### src/hw/sfi_pkg.sv
// Package: constants and types for the serial frame converter interface
// Summary of operation
// Each conversion, sampling and shift-out together, takes exactly 16 serial clocks while chip select is low.
// Raising chip select at any point abandons the running conversion without needing the remaining clocks.
// The result leaves on the data pin most significant bit first, least significant bit last.
// Bits shifted in a frame belong to the conversion running in that frame, with no pipeline latency.
// With chip select still low after a conversion ends, the next conversion starts at once and repeats.
// The host captures each data bit on the rising clock edge after the falling edge that launched it.
// The sample rate is at most the serial clock over 16; the host may lower it by spacing frames.
// Acquisition ends and the input is held at the fourth falling clock edge of each conversion.
// The input is sampled onto the array at conversion start and kept isolated while converting.
// The data output is released after chip select rises so others may share the line.
// Each 16-bit word is four leading zeros then twelve result bits, each launched on a falling edge.
// The twelve result bits are a signed two's complement value of the differential input.
// The data output is driven only while chip select is low; chip select high means power-down.
// In continuous operation acquisition restarts after every sixteenth rising edge and conversion resumes at the fourth falling edge.
// The host keeps chip select low for whole words and drops the four leading zeros; the host model keeps them in rx_bits, and t_abort stops after 8 clocks.
package sfi_pkg;
    localparam int SAMPLE_WIDTH = 12;
    localparam int WORD_BITS = 16;
    localparam int LEAD_ZEROS = 4;
    localparam int HOLD_EDGE = 4;
    localparam int FIFO_DEPTH = 4;
    localparam logic [3:0] BIT_CNT_RESET = 4'h0;
    localparam logic [3:0] BIT_CNT_LAST = 4'hF;
    localparam logic [11:0] SAMPLE_RESET = 12'h000;

    typedef enum logic [2:0] {
        SFI_OFF = 3'b001,
        SFI_ACQ = 3'b010,
        SFI_CONV = 3'b100
    } sfi_state_type;

    // Link pins after synchronisation
    typedef struct packed {
        logic sel_n;
        logic sclk;
    } sfi_link_type;
endpackage

### src/hw/sfi_fifo.sv
// Small flip-flop FIFO with valid/ready on both sides
module sfi_fifo
    import sfi_pkg::*;
#(
    parameter int WIDTH = SAMPLE_WIDTH,
    parameter int DEPTH = FIFO_DEPTH
) (
    // Clock and control
    input wire logic clk,
    input wire logic rst_n,
    input wire logic ce,
    // Fill side
    input wire logic in_valid,
    output logic in_ready,
    input wire logic [WIDTH-1:0] in_data,
    // Drain side
    output logic out_valid,
    input wire logic out_ready,
    output logic [WIDTH-1:0] out_data
);
    localparam int AW = $clog2(DEPTH);
    logic [WIDTH-1:0] mem_reg [DEPTH];
    logic [WIDTH-1:0] mem_next [DEPTH];
    logic [AW-1:0] wr_reg, wr_next, rd_reg, rd_next;
    logic [AW:0] cnt_reg, cnt_next;
    logic push, pop;

    assign in_ready = (cnt_reg != (AW+1)'(DEPTH));
    assign out_valid = (cnt_reg != '0);
    assign out_data = mem_reg[rd_reg];
    assign push = in_valid && in_ready;
    assign pop = out_valid && out_ready;

    always_comb begin
        mem_next = mem_reg;
        wr_next = wr_reg;
        rd_next = rd_reg;
        cnt_next = cnt_reg;
        if (push) begin
            mem_next[wr_reg] = in_data;
            wr_next = (wr_reg == AW'(DEPTH - 1)) ? '0 : wr_reg + 1'b1;
        end
        if (pop) begin
            rd_next = (rd_reg == AW'(DEPTH - 1)) ? '0 : rd_reg + 1'b1;
        end
        if (push && !pop) begin
            cnt_next = cnt_reg + 1'b1;
        end else if (pop && !push) begin
            cnt_next = cnt_reg - 1'b1;
        end
    end

    always_ff @(posedge clk or negedge rst_n) begin
        if (!rst_n) begin
            for (int i = 0; i < DEPTH; i++) begin
                mem_reg[i] <= '0;
            end
            wr_reg <= '0;
            rd_reg <= '0;
            cnt_reg <= '0;
        end else if (ce) begin
            mem_reg <= mem_next;
            wr_reg <= wr_next;
            rd_reg <= rd_next;
            cnt_reg <= cnt_next;
        end
    end
endmodule

### src/hw/sfi_top.sv
// Serial frame interface of a 12-bit differential conversion engine
module sfi_top
    import sfi_pkg::*;
(
    // Clock, reset, enable
    input wire logic mclk,
    input wire logic rst_n,
    input wire logic ce,
    // Conversion results from the array, signed two's complement
    input wire logic [SAMPLE_WIDTH-1:0] sample_data,
    input wire logic sample_valid,
    output logic sample_ready,
    // Serial link pins
    input wire logic sel_n,
    input wire logic sclk,
    output logic dout_o,
    output logic dout_oe,
    // Analog front-end control
    output logic track_en,
    output logic hold_strobe,
    output logic power_down
);
    logic rst_s1_reg, rst_s2_reg;
    logic sel_s1_reg, sel_s2_reg, sclk_s1_reg, sclk_s2_reg;
    sfi_link_type link;
    logic sclk_prev_reg, sel_prev_reg;
    logic fall_edge, rise_edge, frame_start;
    sfi_state_type state_reg, state_next;
    logic [3:0] fall_cnt_reg, fall_cnt_next;
    logic [3:0] rise_cnt_reg, rise_cnt_next;
    logic [SAMPLE_WIDTH-1:0] shift_reg, shift_next;
    logic dout_reg, dout_next, oe_reg, oe_next;
    logic track_reg, track_next, hold_reg, hold_next, pd_reg, pd_next;
    logic fifo_valid, fifo_take;
    logic [SAMPLE_WIDTH-1:0] fifo_data;

    always_ff @(posedge mclk or negedge rst_n) begin
        if (!rst_n) begin
            rst_s1_reg <= 1'b0;
            rst_s2_reg <= 1'b0;
        end else begin
            rst_s1_reg <= 1'b1;
            rst_s2_reg <= rst_s1_reg;
        end
    end

    // Two-stage synchronisers for the pins
    always_ff @(posedge mclk or negedge rst_s2_reg) begin
        if (!rst_s2_reg) begin
            sel_s1_reg <= 1'b1;
            sel_s2_reg <= 1'b1;
            sclk_s1_reg <= 1'b1;
            sclk_s2_reg <= 1'b1;
            sclk_prev_reg <= 1'b1;
            sel_prev_reg <= 1'b1;
        end else if (ce) begin
            sel_s1_reg <= sel_n;
            sel_s2_reg <= sel_s1_reg;
            sclk_s1_reg <= sclk;
            sclk_s2_reg <= sclk_s1_reg;
            sclk_prev_reg <= sclk_s2_reg;
            sel_prev_reg <= sel_s2_reg;
        end
    end

    // Both members come from the second synchroniser stage only
    assign link = '{sel_n: sel_s2_reg, sclk: sclk_s2_reg};
    // Frame start with clock low counts as the first falling edge
    assign frame_start = sel_prev_reg && !link.sel_n;
    assign fall_edge = !link.sel_n &&
        ((sclk_prev_reg && !link.sclk) || (frame_start && !link.sclk));
    assign rise_edge = !link.sel_n && !sclk_prev_reg && link.sclk;

    sfi_fifo #(
        .WIDTH(SAMPLE_WIDTH),
        .DEPTH(FIFO_DEPTH)
    ) u_fifo (
        .clk(mclk),
        .rst_n(rst_s2_reg),
        .ce(ce),
        .in_valid(sample_valid),
        .in_ready(sample_ready),
        .in_data(sample_data),
        .out_valid(fifo_valid),
        .out_ready(fifo_take),
        .out_data(fifo_data)
    );

    // Last acquisition edge; pop and state change must agree on it
    function automatic logic hold_edge_due(input logic [3:0] cnt);
        return cnt == 4'(HOLD_EDGE - 1);
    endfunction

    // Result for the running word is taken at the fourth falling edge;
    // one pop per sixteen clocks caps the sample rate
    assign fifo_take = fall_edge && state_reg == SFI_ACQ &&
        hold_edge_due(fall_cnt_reg);

    always_comb begin
        state_next = state_reg;
        fall_cnt_next = fall_cnt_reg;
        rise_cnt_next = rise_cnt_reg;
        shift_next = shift_reg;
        dout_next = dout_reg;
        oe_next = !link.sel_n;
        pd_next = link.sel_n;
        track_next = track_reg;
        hold_next = 1'b0;
        if (link.sel_n) begin
            // Abandon the word and release the line
            state_next = SFI_OFF;
            fall_cnt_next = BIT_CNT_RESET;
            rise_cnt_next = BIT_CNT_RESET;
            track_next = 1'b0;
            dout_next = 1'b0;
        end else begin
            if (rise_edge) begin
                rise_cnt_next = rise_cnt_reg + 1'b1;
            end
            if (fall_edge) begin
                fall_cnt_next = fall_cnt_reg + 1'b1;
                case (state_reg)
                    SFI_OFF: begin
                        state_next = SFI_ACQ;
                        track_next = 1'b1;
                        dout_next = 1'b0;
                    end
                    SFI_ACQ: begin
                        dout_next = 1'b0;
                        if (hold_edge_due(fall_cnt_reg)) begin
                            state_next = SFI_CONV;
                            track_next = 1'b0;
                            hold_next = 1'b1;
                            shift_next = fifo_valid ? fifo_data
                                : SAMPLE_RESET;
                        end
                    end
                    SFI_CONV: begin
                        if (fall_cnt_reg == BIT_CNT_RESET) begin
                            // Fall after the sixteenth rise opens the next
                            // word; the LSB stood until here
                            state_next = SFI_ACQ;
                            track_next = 1'b1;
                            dout_next = 1'b0;
                        end else begin
                            // Result MSB first on edges five to sixteen
                            dout_next = shift_reg[SAMPLE_WIDTH-1];
                            shift_next = {shift_reg[SAMPLE_WIDTH-2:0], 1'b0};
                        end
                    end
                    default: begin
                        state_next = SFI_OFF;
                    end
                endcase
            end
        end
    end

    always_ff @(posedge mclk or negedge rst_s2_reg) begin
        if (!rst_s2_reg) begin
            state_reg <= SFI_OFF;
            fall_cnt_reg <= BIT_CNT_RESET;
            rise_cnt_reg <= BIT_CNT_RESET;
            shift_reg <= SAMPLE_RESET;
            dout_reg <= 1'b0;
            oe_reg <= 1'b0;
            pd_reg <= 1'b1;
            track_reg <= 1'b0;
            hold_reg <= 1'b0;
        end else if (ce) begin
            state_reg <= state_next;
            fall_cnt_reg <= fall_cnt_next;
            rise_cnt_reg <= rise_cnt_next;
            shift_reg <= shift_next;
            dout_reg <= dout_next;
            oe_reg <= oe_next;
            pd_reg <= pd_next;
            track_reg <= track_next;
            hold_reg <= hold_next;
        end
    end

    assign dout_o = dout_reg;
    assign dout_oe = oe_reg;
    assign track_en = track_reg;
    assign hold_strobe = hold_reg;
    assign power_down = pd_reg;

    // Protocol checks on the registered outputs and the word counters
    a_oe_follows_sel: assert property (@(posedge mclk)
        disable iff (!rst_s2_reg)
        ce |=> dout_oe == !$past(link.sel_n))
        else $error("output enable does not follow chip select");

    a_pd_follows_sel: assert property (@(posedge mclk)
        disable iff (!rst_s2_reg)
        ce |=> power_down == $past(link.sel_n))
        else $error("power down does not follow chip select");

    a_release_after_sel: assert property (@(posedge mclk)
        disable iff (!rst_s2_reg)
        (ce && link.sel_n) |=> !dout_oe && state_reg == SFI_OFF)
        else $error("line not released after chip select high");

    a_dout_quiet: assert property (@(posedge mclk)
        disable iff (!rst_s2_reg)
        !dout_oe |-> !dout_o)
        else $error("data bit left up on a released line");

    a_hold_on_fourth: assert property (@(posedge mclk)
        disable iff (!rst_s2_reg)
        hold_strobe |-> fall_cnt_reg == 4'(HOLD_EDGE))
        else $error("hold not at the fourth falling edge");

    a_hold_single: assert property (@(posedge mclk)
        disable iff (!rst_s2_reg)
        (ce && hold_strobe) |=> !hold_strobe)
        else $error("hold strobe longer than one cycle");

    a_hold_ends_track: assert property (@(posedge mclk)
        disable iff (!rst_s2_reg)
        hold_strobe |-> !track_en)
        else $error("tracking still on at hold");

    a_take_on_hold: assert property (@(posedge mclk)
        disable iff (!rst_s2_reg)
        (ce && fifo_take) |=> hold_strobe && state_reg == SFI_CONV)
        else $error("result taken away from the hold edge");

    a_lead_zeros: assert property (@(posedge mclk)
        disable iff (!rst_s2_reg)
        (state_reg != SFI_CONV && dout_oe) |-> !dout_o)
        else $error("leading bit is not zero");

    a_lead_count: assert property (@(posedge mclk)
        disable iff (!rst_s2_reg)
        (ce && fall_edge && state_reg != SFI_CONV) |=> !dout_o)
        else $error("leading fall launched a one");

    a_acq_count: assert property (@(posedge mclk)
        disable iff (!rst_s2_reg)
        state_reg == SFI_ACQ |-> fall_cnt_reg != BIT_CNT_RESET
            && fall_cnt_reg <= 4'(HOLD_EDGE - 1))
        else $error("acquisition outside falls one to three");

    a_conv_count: assert property (@(posedge mclk)
        disable iff (!rst_s2_reg)
        state_reg == SFI_CONV |-> fall_cnt_reg >= 4'(HOLD_EDGE)
            || fall_cnt_reg == BIT_CNT_RESET)
        else $error("conversion outside falls four to sixteen");

    a_word_wraps: assert property (@(posedge mclk)
        disable iff (!rst_s2_reg)
        (ce && fall_edge && state_reg == SFI_CONV
         && fall_cnt_reg == BIT_CNT_LAST)
        |=> state_reg == SFI_CONV && fall_cnt_reg == BIT_CNT_RESET
            && !track_en)
        else $error("word did not wrap after sixteen edges");

    a_next_word: assert property (@(posedge mclk)
        disable iff (!rst_s2_reg)
        (ce && fall_edge && state_reg == SFI_CONV
         && fall_cnt_reg == BIT_CNT_RESET)
        |=> state_reg == SFI_ACQ && track_en && !dout_o)
        else $error("next word did not start after sixteen rises");

    a_rise_count: assert property (@(posedge mclk)
        disable iff (!rst_s2_reg)
        (ce && fall_edge && state_reg == SFI_CONV)
        |-> rise_cnt_reg == fall_cnt_reg)
        else $error("rising and falling edge counts disagree");

    a_first_fall_track: assert property (@(posedge mclk)
        disable iff (!rst_s2_reg)
        (ce && fall_edge && state_reg == SFI_OFF)
        |=> state_reg == SFI_ACQ && track_en)
        else $error("first fall did not start acquisition");

    a_msb_first: assert property (@(posedge mclk)
        disable iff (!rst_s2_reg)
        (ce && fall_edge && state_reg == SFI_CONV)
        |=> dout_o == $past(shift_reg[SAMPLE_WIDTH-1]))
        else $error("bit order is not MSB first");

    a_abandon_frame: assert property (@(posedge mclk)
        disable iff (!rst_s2_reg)
        (ce && link.sel_n) |=> fall_cnt_reg == BIT_CNT_RESET
            && !track_en)
        else $error("conversion not abandoned");

    a_isolate_convert: assert property (@(posedge mclk)
        disable iff (!rst_s2_reg)
        state_reg == SFI_CONV |-> !track_en)
        else $error("input tracked during conversion");

    a_state_onehot: assert property (@(posedge mclk)
        disable iff (!rst_s2_reg)
        $onehot(state_reg))
        else $error("state register is not one-hot");

    // A low enable must hold the word position and the data bit
    a_freeze_state: assert property (@(posedge mclk)
        disable iff (!rst_s2_reg)
        !ce |=> $stable(state_reg) && $stable(fall_cnt_reg)
            && $stable(dout_o))
        else $error("state moved while the clock enable was low");
endmodule

### config.mk
export PLATFORM = sky130hd
export DESIGN_NAME = sfi_top
export DESIGN_NICKNAME = d
export VERILOG_FILES = /design/src/hw/sfi_pkg.sv /design/src/hw/sfi_fifo.sv /design/src/hw/sfi_top.sv
export SDC_FILE = /design/constraint.sdc
export NUM_CORES = 1
export LEC_CHECK = 0
export BUFFER_PORTS_ARGS = -buffer_cell sky130_fd_sc_hd__buf_2
export CAP_MARGIN = 30
export CORE_MARGIN = 2
export CORE_UTILIZATION = 41
export DETAILED_ROUTE_END_ITERATION = 8
export PLACE_DENSITY = 0.58
export SETUP_SLACK_MARGIN = 0.05
export SYNTH_ARGS = -nofsm -noshare
export SYNTH_HDL_FRONTEND = slang
export SYNTH_SLANG_ARGS = --single-unit
### constraint.sdc
create_clock -name mclk -period 2.4 [get_ports mclk]
set_input_delay 0.12 -clock mclk [delete_from_list [all_inputs] [get_ports mclk]]
set_output_delay 0.12 -clock mclk [all_outputs]
set_load 0.005 [all_outputs]
==> results.rst <==
.. list-table::
   :header-rows: 1

   * - Metric
     - Value
   * - Maximum frequency from static timing analysis
     - 0.444 GHz
   * - TritonCTS buffer count
     - 9
   * - Cell chosen for the clock root
     - sky130_fd_sc_hd__clkbuf_8
   * - Final number of hold-violating endpoints
     - 0
   * - Most frequent cell after synthesis
     - sky130_fd_sc_hd__dfrtp_1
   * - DRC violation count after routing
     - 0
   * - Inst Count DP
     - 452
   * - Vias post-DR
     - 2,450
   * - Critical path data arrival time
     - 2.51 ns
   * - Overall global routing resource usage
     - 15.6%
   * - Die outline area
     - 11,000 um^2
   * - Largest vdd supply drop
     - 380 uV
   * - I/O pin total
     - 24
   * - Async set-reset flop share out of synthesis
     - 100%
   * - Power consumption
     - 4.86 mW
   * - Final design utilization
     - 47.6%
   * - Netlist cell types
     - 54
   * - Number of violations of the max-capacitance limit
     - 0
   * - Hold worst-path end
     - u_fifo.mem_reg[29]$_DFFE_PN0P_
   * - Floorplan row count
     - 36
   * - Most area-consuming cells after synthesis
     - sky130_fd_sc_hd__dfrtp_1, sky130_fd_sc_hd__mux2_2, sky130_fd_sc_hd__mux4_4, sky130_fd_sc_hd__dfstp_2, sky130_fd_sc_hd__ha_1
   * - Final worst clock skew
     - 0.0158 ns
   * - Total Nets Final
     - 362
   * - Number of flops mapped to enable cells by yosys
     - 0
   * - Flip-flop count of the largest register after layout
     - 48
   * - Crit-path max cell delay
     - 0.40 ns
   * - RR Endpoint
     - u_fifo.cnt_reg[1]$_DFFE_PN0P_
   * - Minimum hold slack
     - 0.0188 ns
   * - Static leakage power
     - 2.04 nW
   * - Number of global-route vias before repair
     - 2,565
   * - Starting Density
     - 42.6%
   * - Syn Nets
     - 325
   * - Post-place instance area
     - 4430 um^2
   * - Share of the synthesized area in the top cell type
     - 47.3%
   * - Hold Path Origin
     - sample_data[5]
   * - Crit path launch type
     - flip-flop
   * - Sum of routed wire length over all layers
     - 7590 um
   * - Count of state elements after synthesis
     - 86
   * - Chain of cells forming the critical path
     - ha_2 > or3b_4 > nor3_4 > nand2_1 > ha_1 > inv_1 > fa_1 > mux2_2
   * - Ys flop type
     - sky130_fd_sc_hd__dfrtp_1
   * - Hold Path Stages
     - 2
   * - Min Clock Period, post-route
     - 2.25 ns
   * - GPL Wtd Cong
     - 0.754
   * - Count of placed standard cells in the final layout, fillers left out
     - 473
   * - CTS tree
     - done
   * - Setup repair after global routing missed its margin
     - false
   * - Startpoint of the lowest-slack register-to-register path
     - fall_cnt_reg[0]$_DFFE_PN0P_
   * - First-pass iteration count of the detailed router
     - 4
   * - Buffers from clock root to sink, at most
     - 2
   * - Global-route wire length before repair
     - 13,500 um
   * - Class of the worst hold path
     - primary input to flip-flop
   * - R2r setup slk
     - 0.15 ns
   * - Die width
     - 105 um
   * - CTS sink cnt
     - 86
   * - Filler Cells Inserted
     - 916
   * - Dominant cell type by area after synthesis
     - sky130_fd_sc_hd__dfrtp_1
   * - Final slew viol count
     - 0
   * - Yosys warnings
     - 0
   * - Post-DP HPWL
     - 5080 um
   * - Antenna Violating Nets Remaining
     - 0
   * - Layout cell share with drive strength beyond 1
     - 44.7%
   * - Clock Pin Slew Worst Setup and Hold Paths
     - 0.10 ns
   * - Setup-failing EPs final
     - 0
   * - Sequential cell area fraction in the yosys report
     - 51.7%
   * - Post-Syn Area
     - 4180 um^2
   * - Post-DR wirelength/cell
     - 16.0 um
   * - CP Buf/Inv Count
     - 1
   * - Worst setup startpoint
     - fall_cnt_reg[0]$_DFFE_PN0P_
   * - Required time at the endpoint of the critical path
     - 2.65 ns
   * - Number of vias per cell
     - 5.18
   * - Category of the worst setup path capture point
     - flip-flop
   * - Worst relative slew slack
     - 42.4%
   * - Final instance area
     - 4670 um^2
   * - Port Buffers
     - 23
   * - Die Y-Extent
     - 105 um
   * - Worst Max-Slew Pin Slew
     - 0.861 ns
   * - Critical-path maximum fanout
     - 2
   * - Count of antenna diodes in the layout
     - 0
   * - Top cells by instance count after synthesis
     - sky130_fd_sc_hd__dfrtp_1, sky130_fd_sc_hd__mux2_2, sky130_fd_sc_hd__a21oi_1
   * - Drt initial violations
     - 156
   * - Synthesized netlist cell count
     - 298
   * - Kind of critical path
     - flip-flop to flip-flop
   * - Antenna violations before repair
     - 0
   * - # H-tree levels
     - 3
   * - Skew-Pair Late Insertion Delay
     - 0.36 ns
   * - Power per cell area
     - 1040 nW/um^2
   * - Cell family with most CP delay
     - adder cells
   * - Run status
     - complete, no violations
   * - R2r worst-path depth
     - 8
   * - Area growth from synthesis to layout
     - 11.8%
   * - Period Utilization, post-route
     - 93.9%
   * - Pin count of the biggest net entering global routing
     - 67
   * - Grt total ovfl
     - 0
   * - Slowest library cell on the worst path
     - sky130_fd_sc_hd__or3b_4
   * - Post-synthesis area per instance
     - 14.0 um^2
   * - Core region area
     - 9820 um^2
==> logic make-up after synthesis <==
group           share of synthesized area [%]
buf+inv                                  4.88
fa+ha+maj                                2.87
mux                                      23.3
other cells                            0.0897
flops                                    51.7
compound gates                           9.43
xor+xnor                                0.838
simple gates                             6.85
==> how the worst max path moves through the flow <==
| stage | to | slack, ns | depth (start not counted) |
|---|---|---|---|
| final | u_fifo.cnt_reg[1]$_DFFE_PN0P_ | 0.15 | 8 |
| after global routing | u_fifo.cnt_reg[1]$_DFFE_PN0P_ | 0.06 | 8 |
| after CTS | u_fifo.cnt_reg[1]$_DFFE_PN0P_ | 0.13 | 8 |
| after detailed placement | u_fifo.cnt_reg[1]$_DFFE_PN0P_ | -0.01 | 8 |
| after global placement | u_fifo.cnt_reg[1]$_DFFE_PN0P_ | 0.07 | 8 |
| after floorplan | u_fifo.cnt_reg[1]$_DFFE_PN0P_ | 0.06 | 8 |
==> stage by stage <==
stage	worst slack, ns	setup TNS, ns
after CTS	0.131	0
after floorplan	0.0568	0
after global routing	0.0553	0
after global placement	0.0686	0
final	0.146	0
after detailed placement	-0.0105	-0.0105
==> per-layer routing <==
metal | global-route usage, % | vias to the layer above | part of all wire (%) | routed length [um]
li1 | - | 1170 | - | -
met3 | 2.43 | 12 | 1.6 | 121
met2 | 24.2 | 23 | 48 | 3630
met5 | 0 | - | 0 | 0
met1 | 21.8 | 1245 | 49 | 3700
met4 | 6.86 | 0 | 1.9 | 142
==> power breakdown <==
part	internal [mW]	switching [mW]	leakage [nW]	total, mW
Combinational	0.856	0.602	0.894	1.46
Sequential	2.04	0.329	1.05	2.37
Clock	0.483	0.550	0.0956	1.03
==> what timing repair did <==
item,4_1_cts,5_1_grt
endpoints found under the hold margin,4,0
endpoints found under the setup margin,1,1
gates resized for setup,1,1
setup buffers,1,1
hold buffers,3,0
pin swaps,0,1
==> placed cells by master (no fill, tap or decap), types with 3 or more instances in the layout <==
master	count
sky130_fd_sc_hd__a21oi_1	14
sky130_fd_sc_hd__a21oi_2	10
sky130_fd_sc_hd__a22oi_1	11
sky130_fd_sc_hd__buf_2	23
sky130_fd_sc_hd__buf_4	17
sky130_fd_sc_hd__clkbuf_8	9
sky130_fd_sc_hd__dfrtp_1	78
sky130_fd_sc_hd__dfstp_2	7
sky130_fd_sc_hd__dlygate4sd3_1	3
sky130_fd_sc_hd__ha_1	7
sky130_fd_sc_hd__inv_1	9
sky130_fd_sc_hd__mux2_1	8
sky130_fd_sc_hd__mux2_2	52
sky130_fd_sc_hd__mux4_2	4
sky130_fd_sc_hd__mux4_4	8
sky130_fd_sc_hd__nand2_1	5
sky130_fd_sc_hd__nand2_4	4
sky130_fd_sc_hd__nor2_1	7
sky130_fd_sc_hd__nor3_1	5
sky130_fd_sc_hd__nor3b_1	4
sky130_fd_sc_hd__o21ai_0	5
sky130_fd_sc_hd__xnor2_1	3
==> layout make-up <==
type	instances	area [um^2]	share of cell area, %
Clock buffer	9	124	2.65
Tap cell	133	166	3.56
Multi-Input combinational cell	185	1820	38.9
Sequential cell	86	2160	46.3
Inverter	9	33.8	0.723
Clock inverter	7	72.6	1.55
Timing Repair Buffer	44	293	6.26
Note: power is estimated with default switching activity, not from simulation.
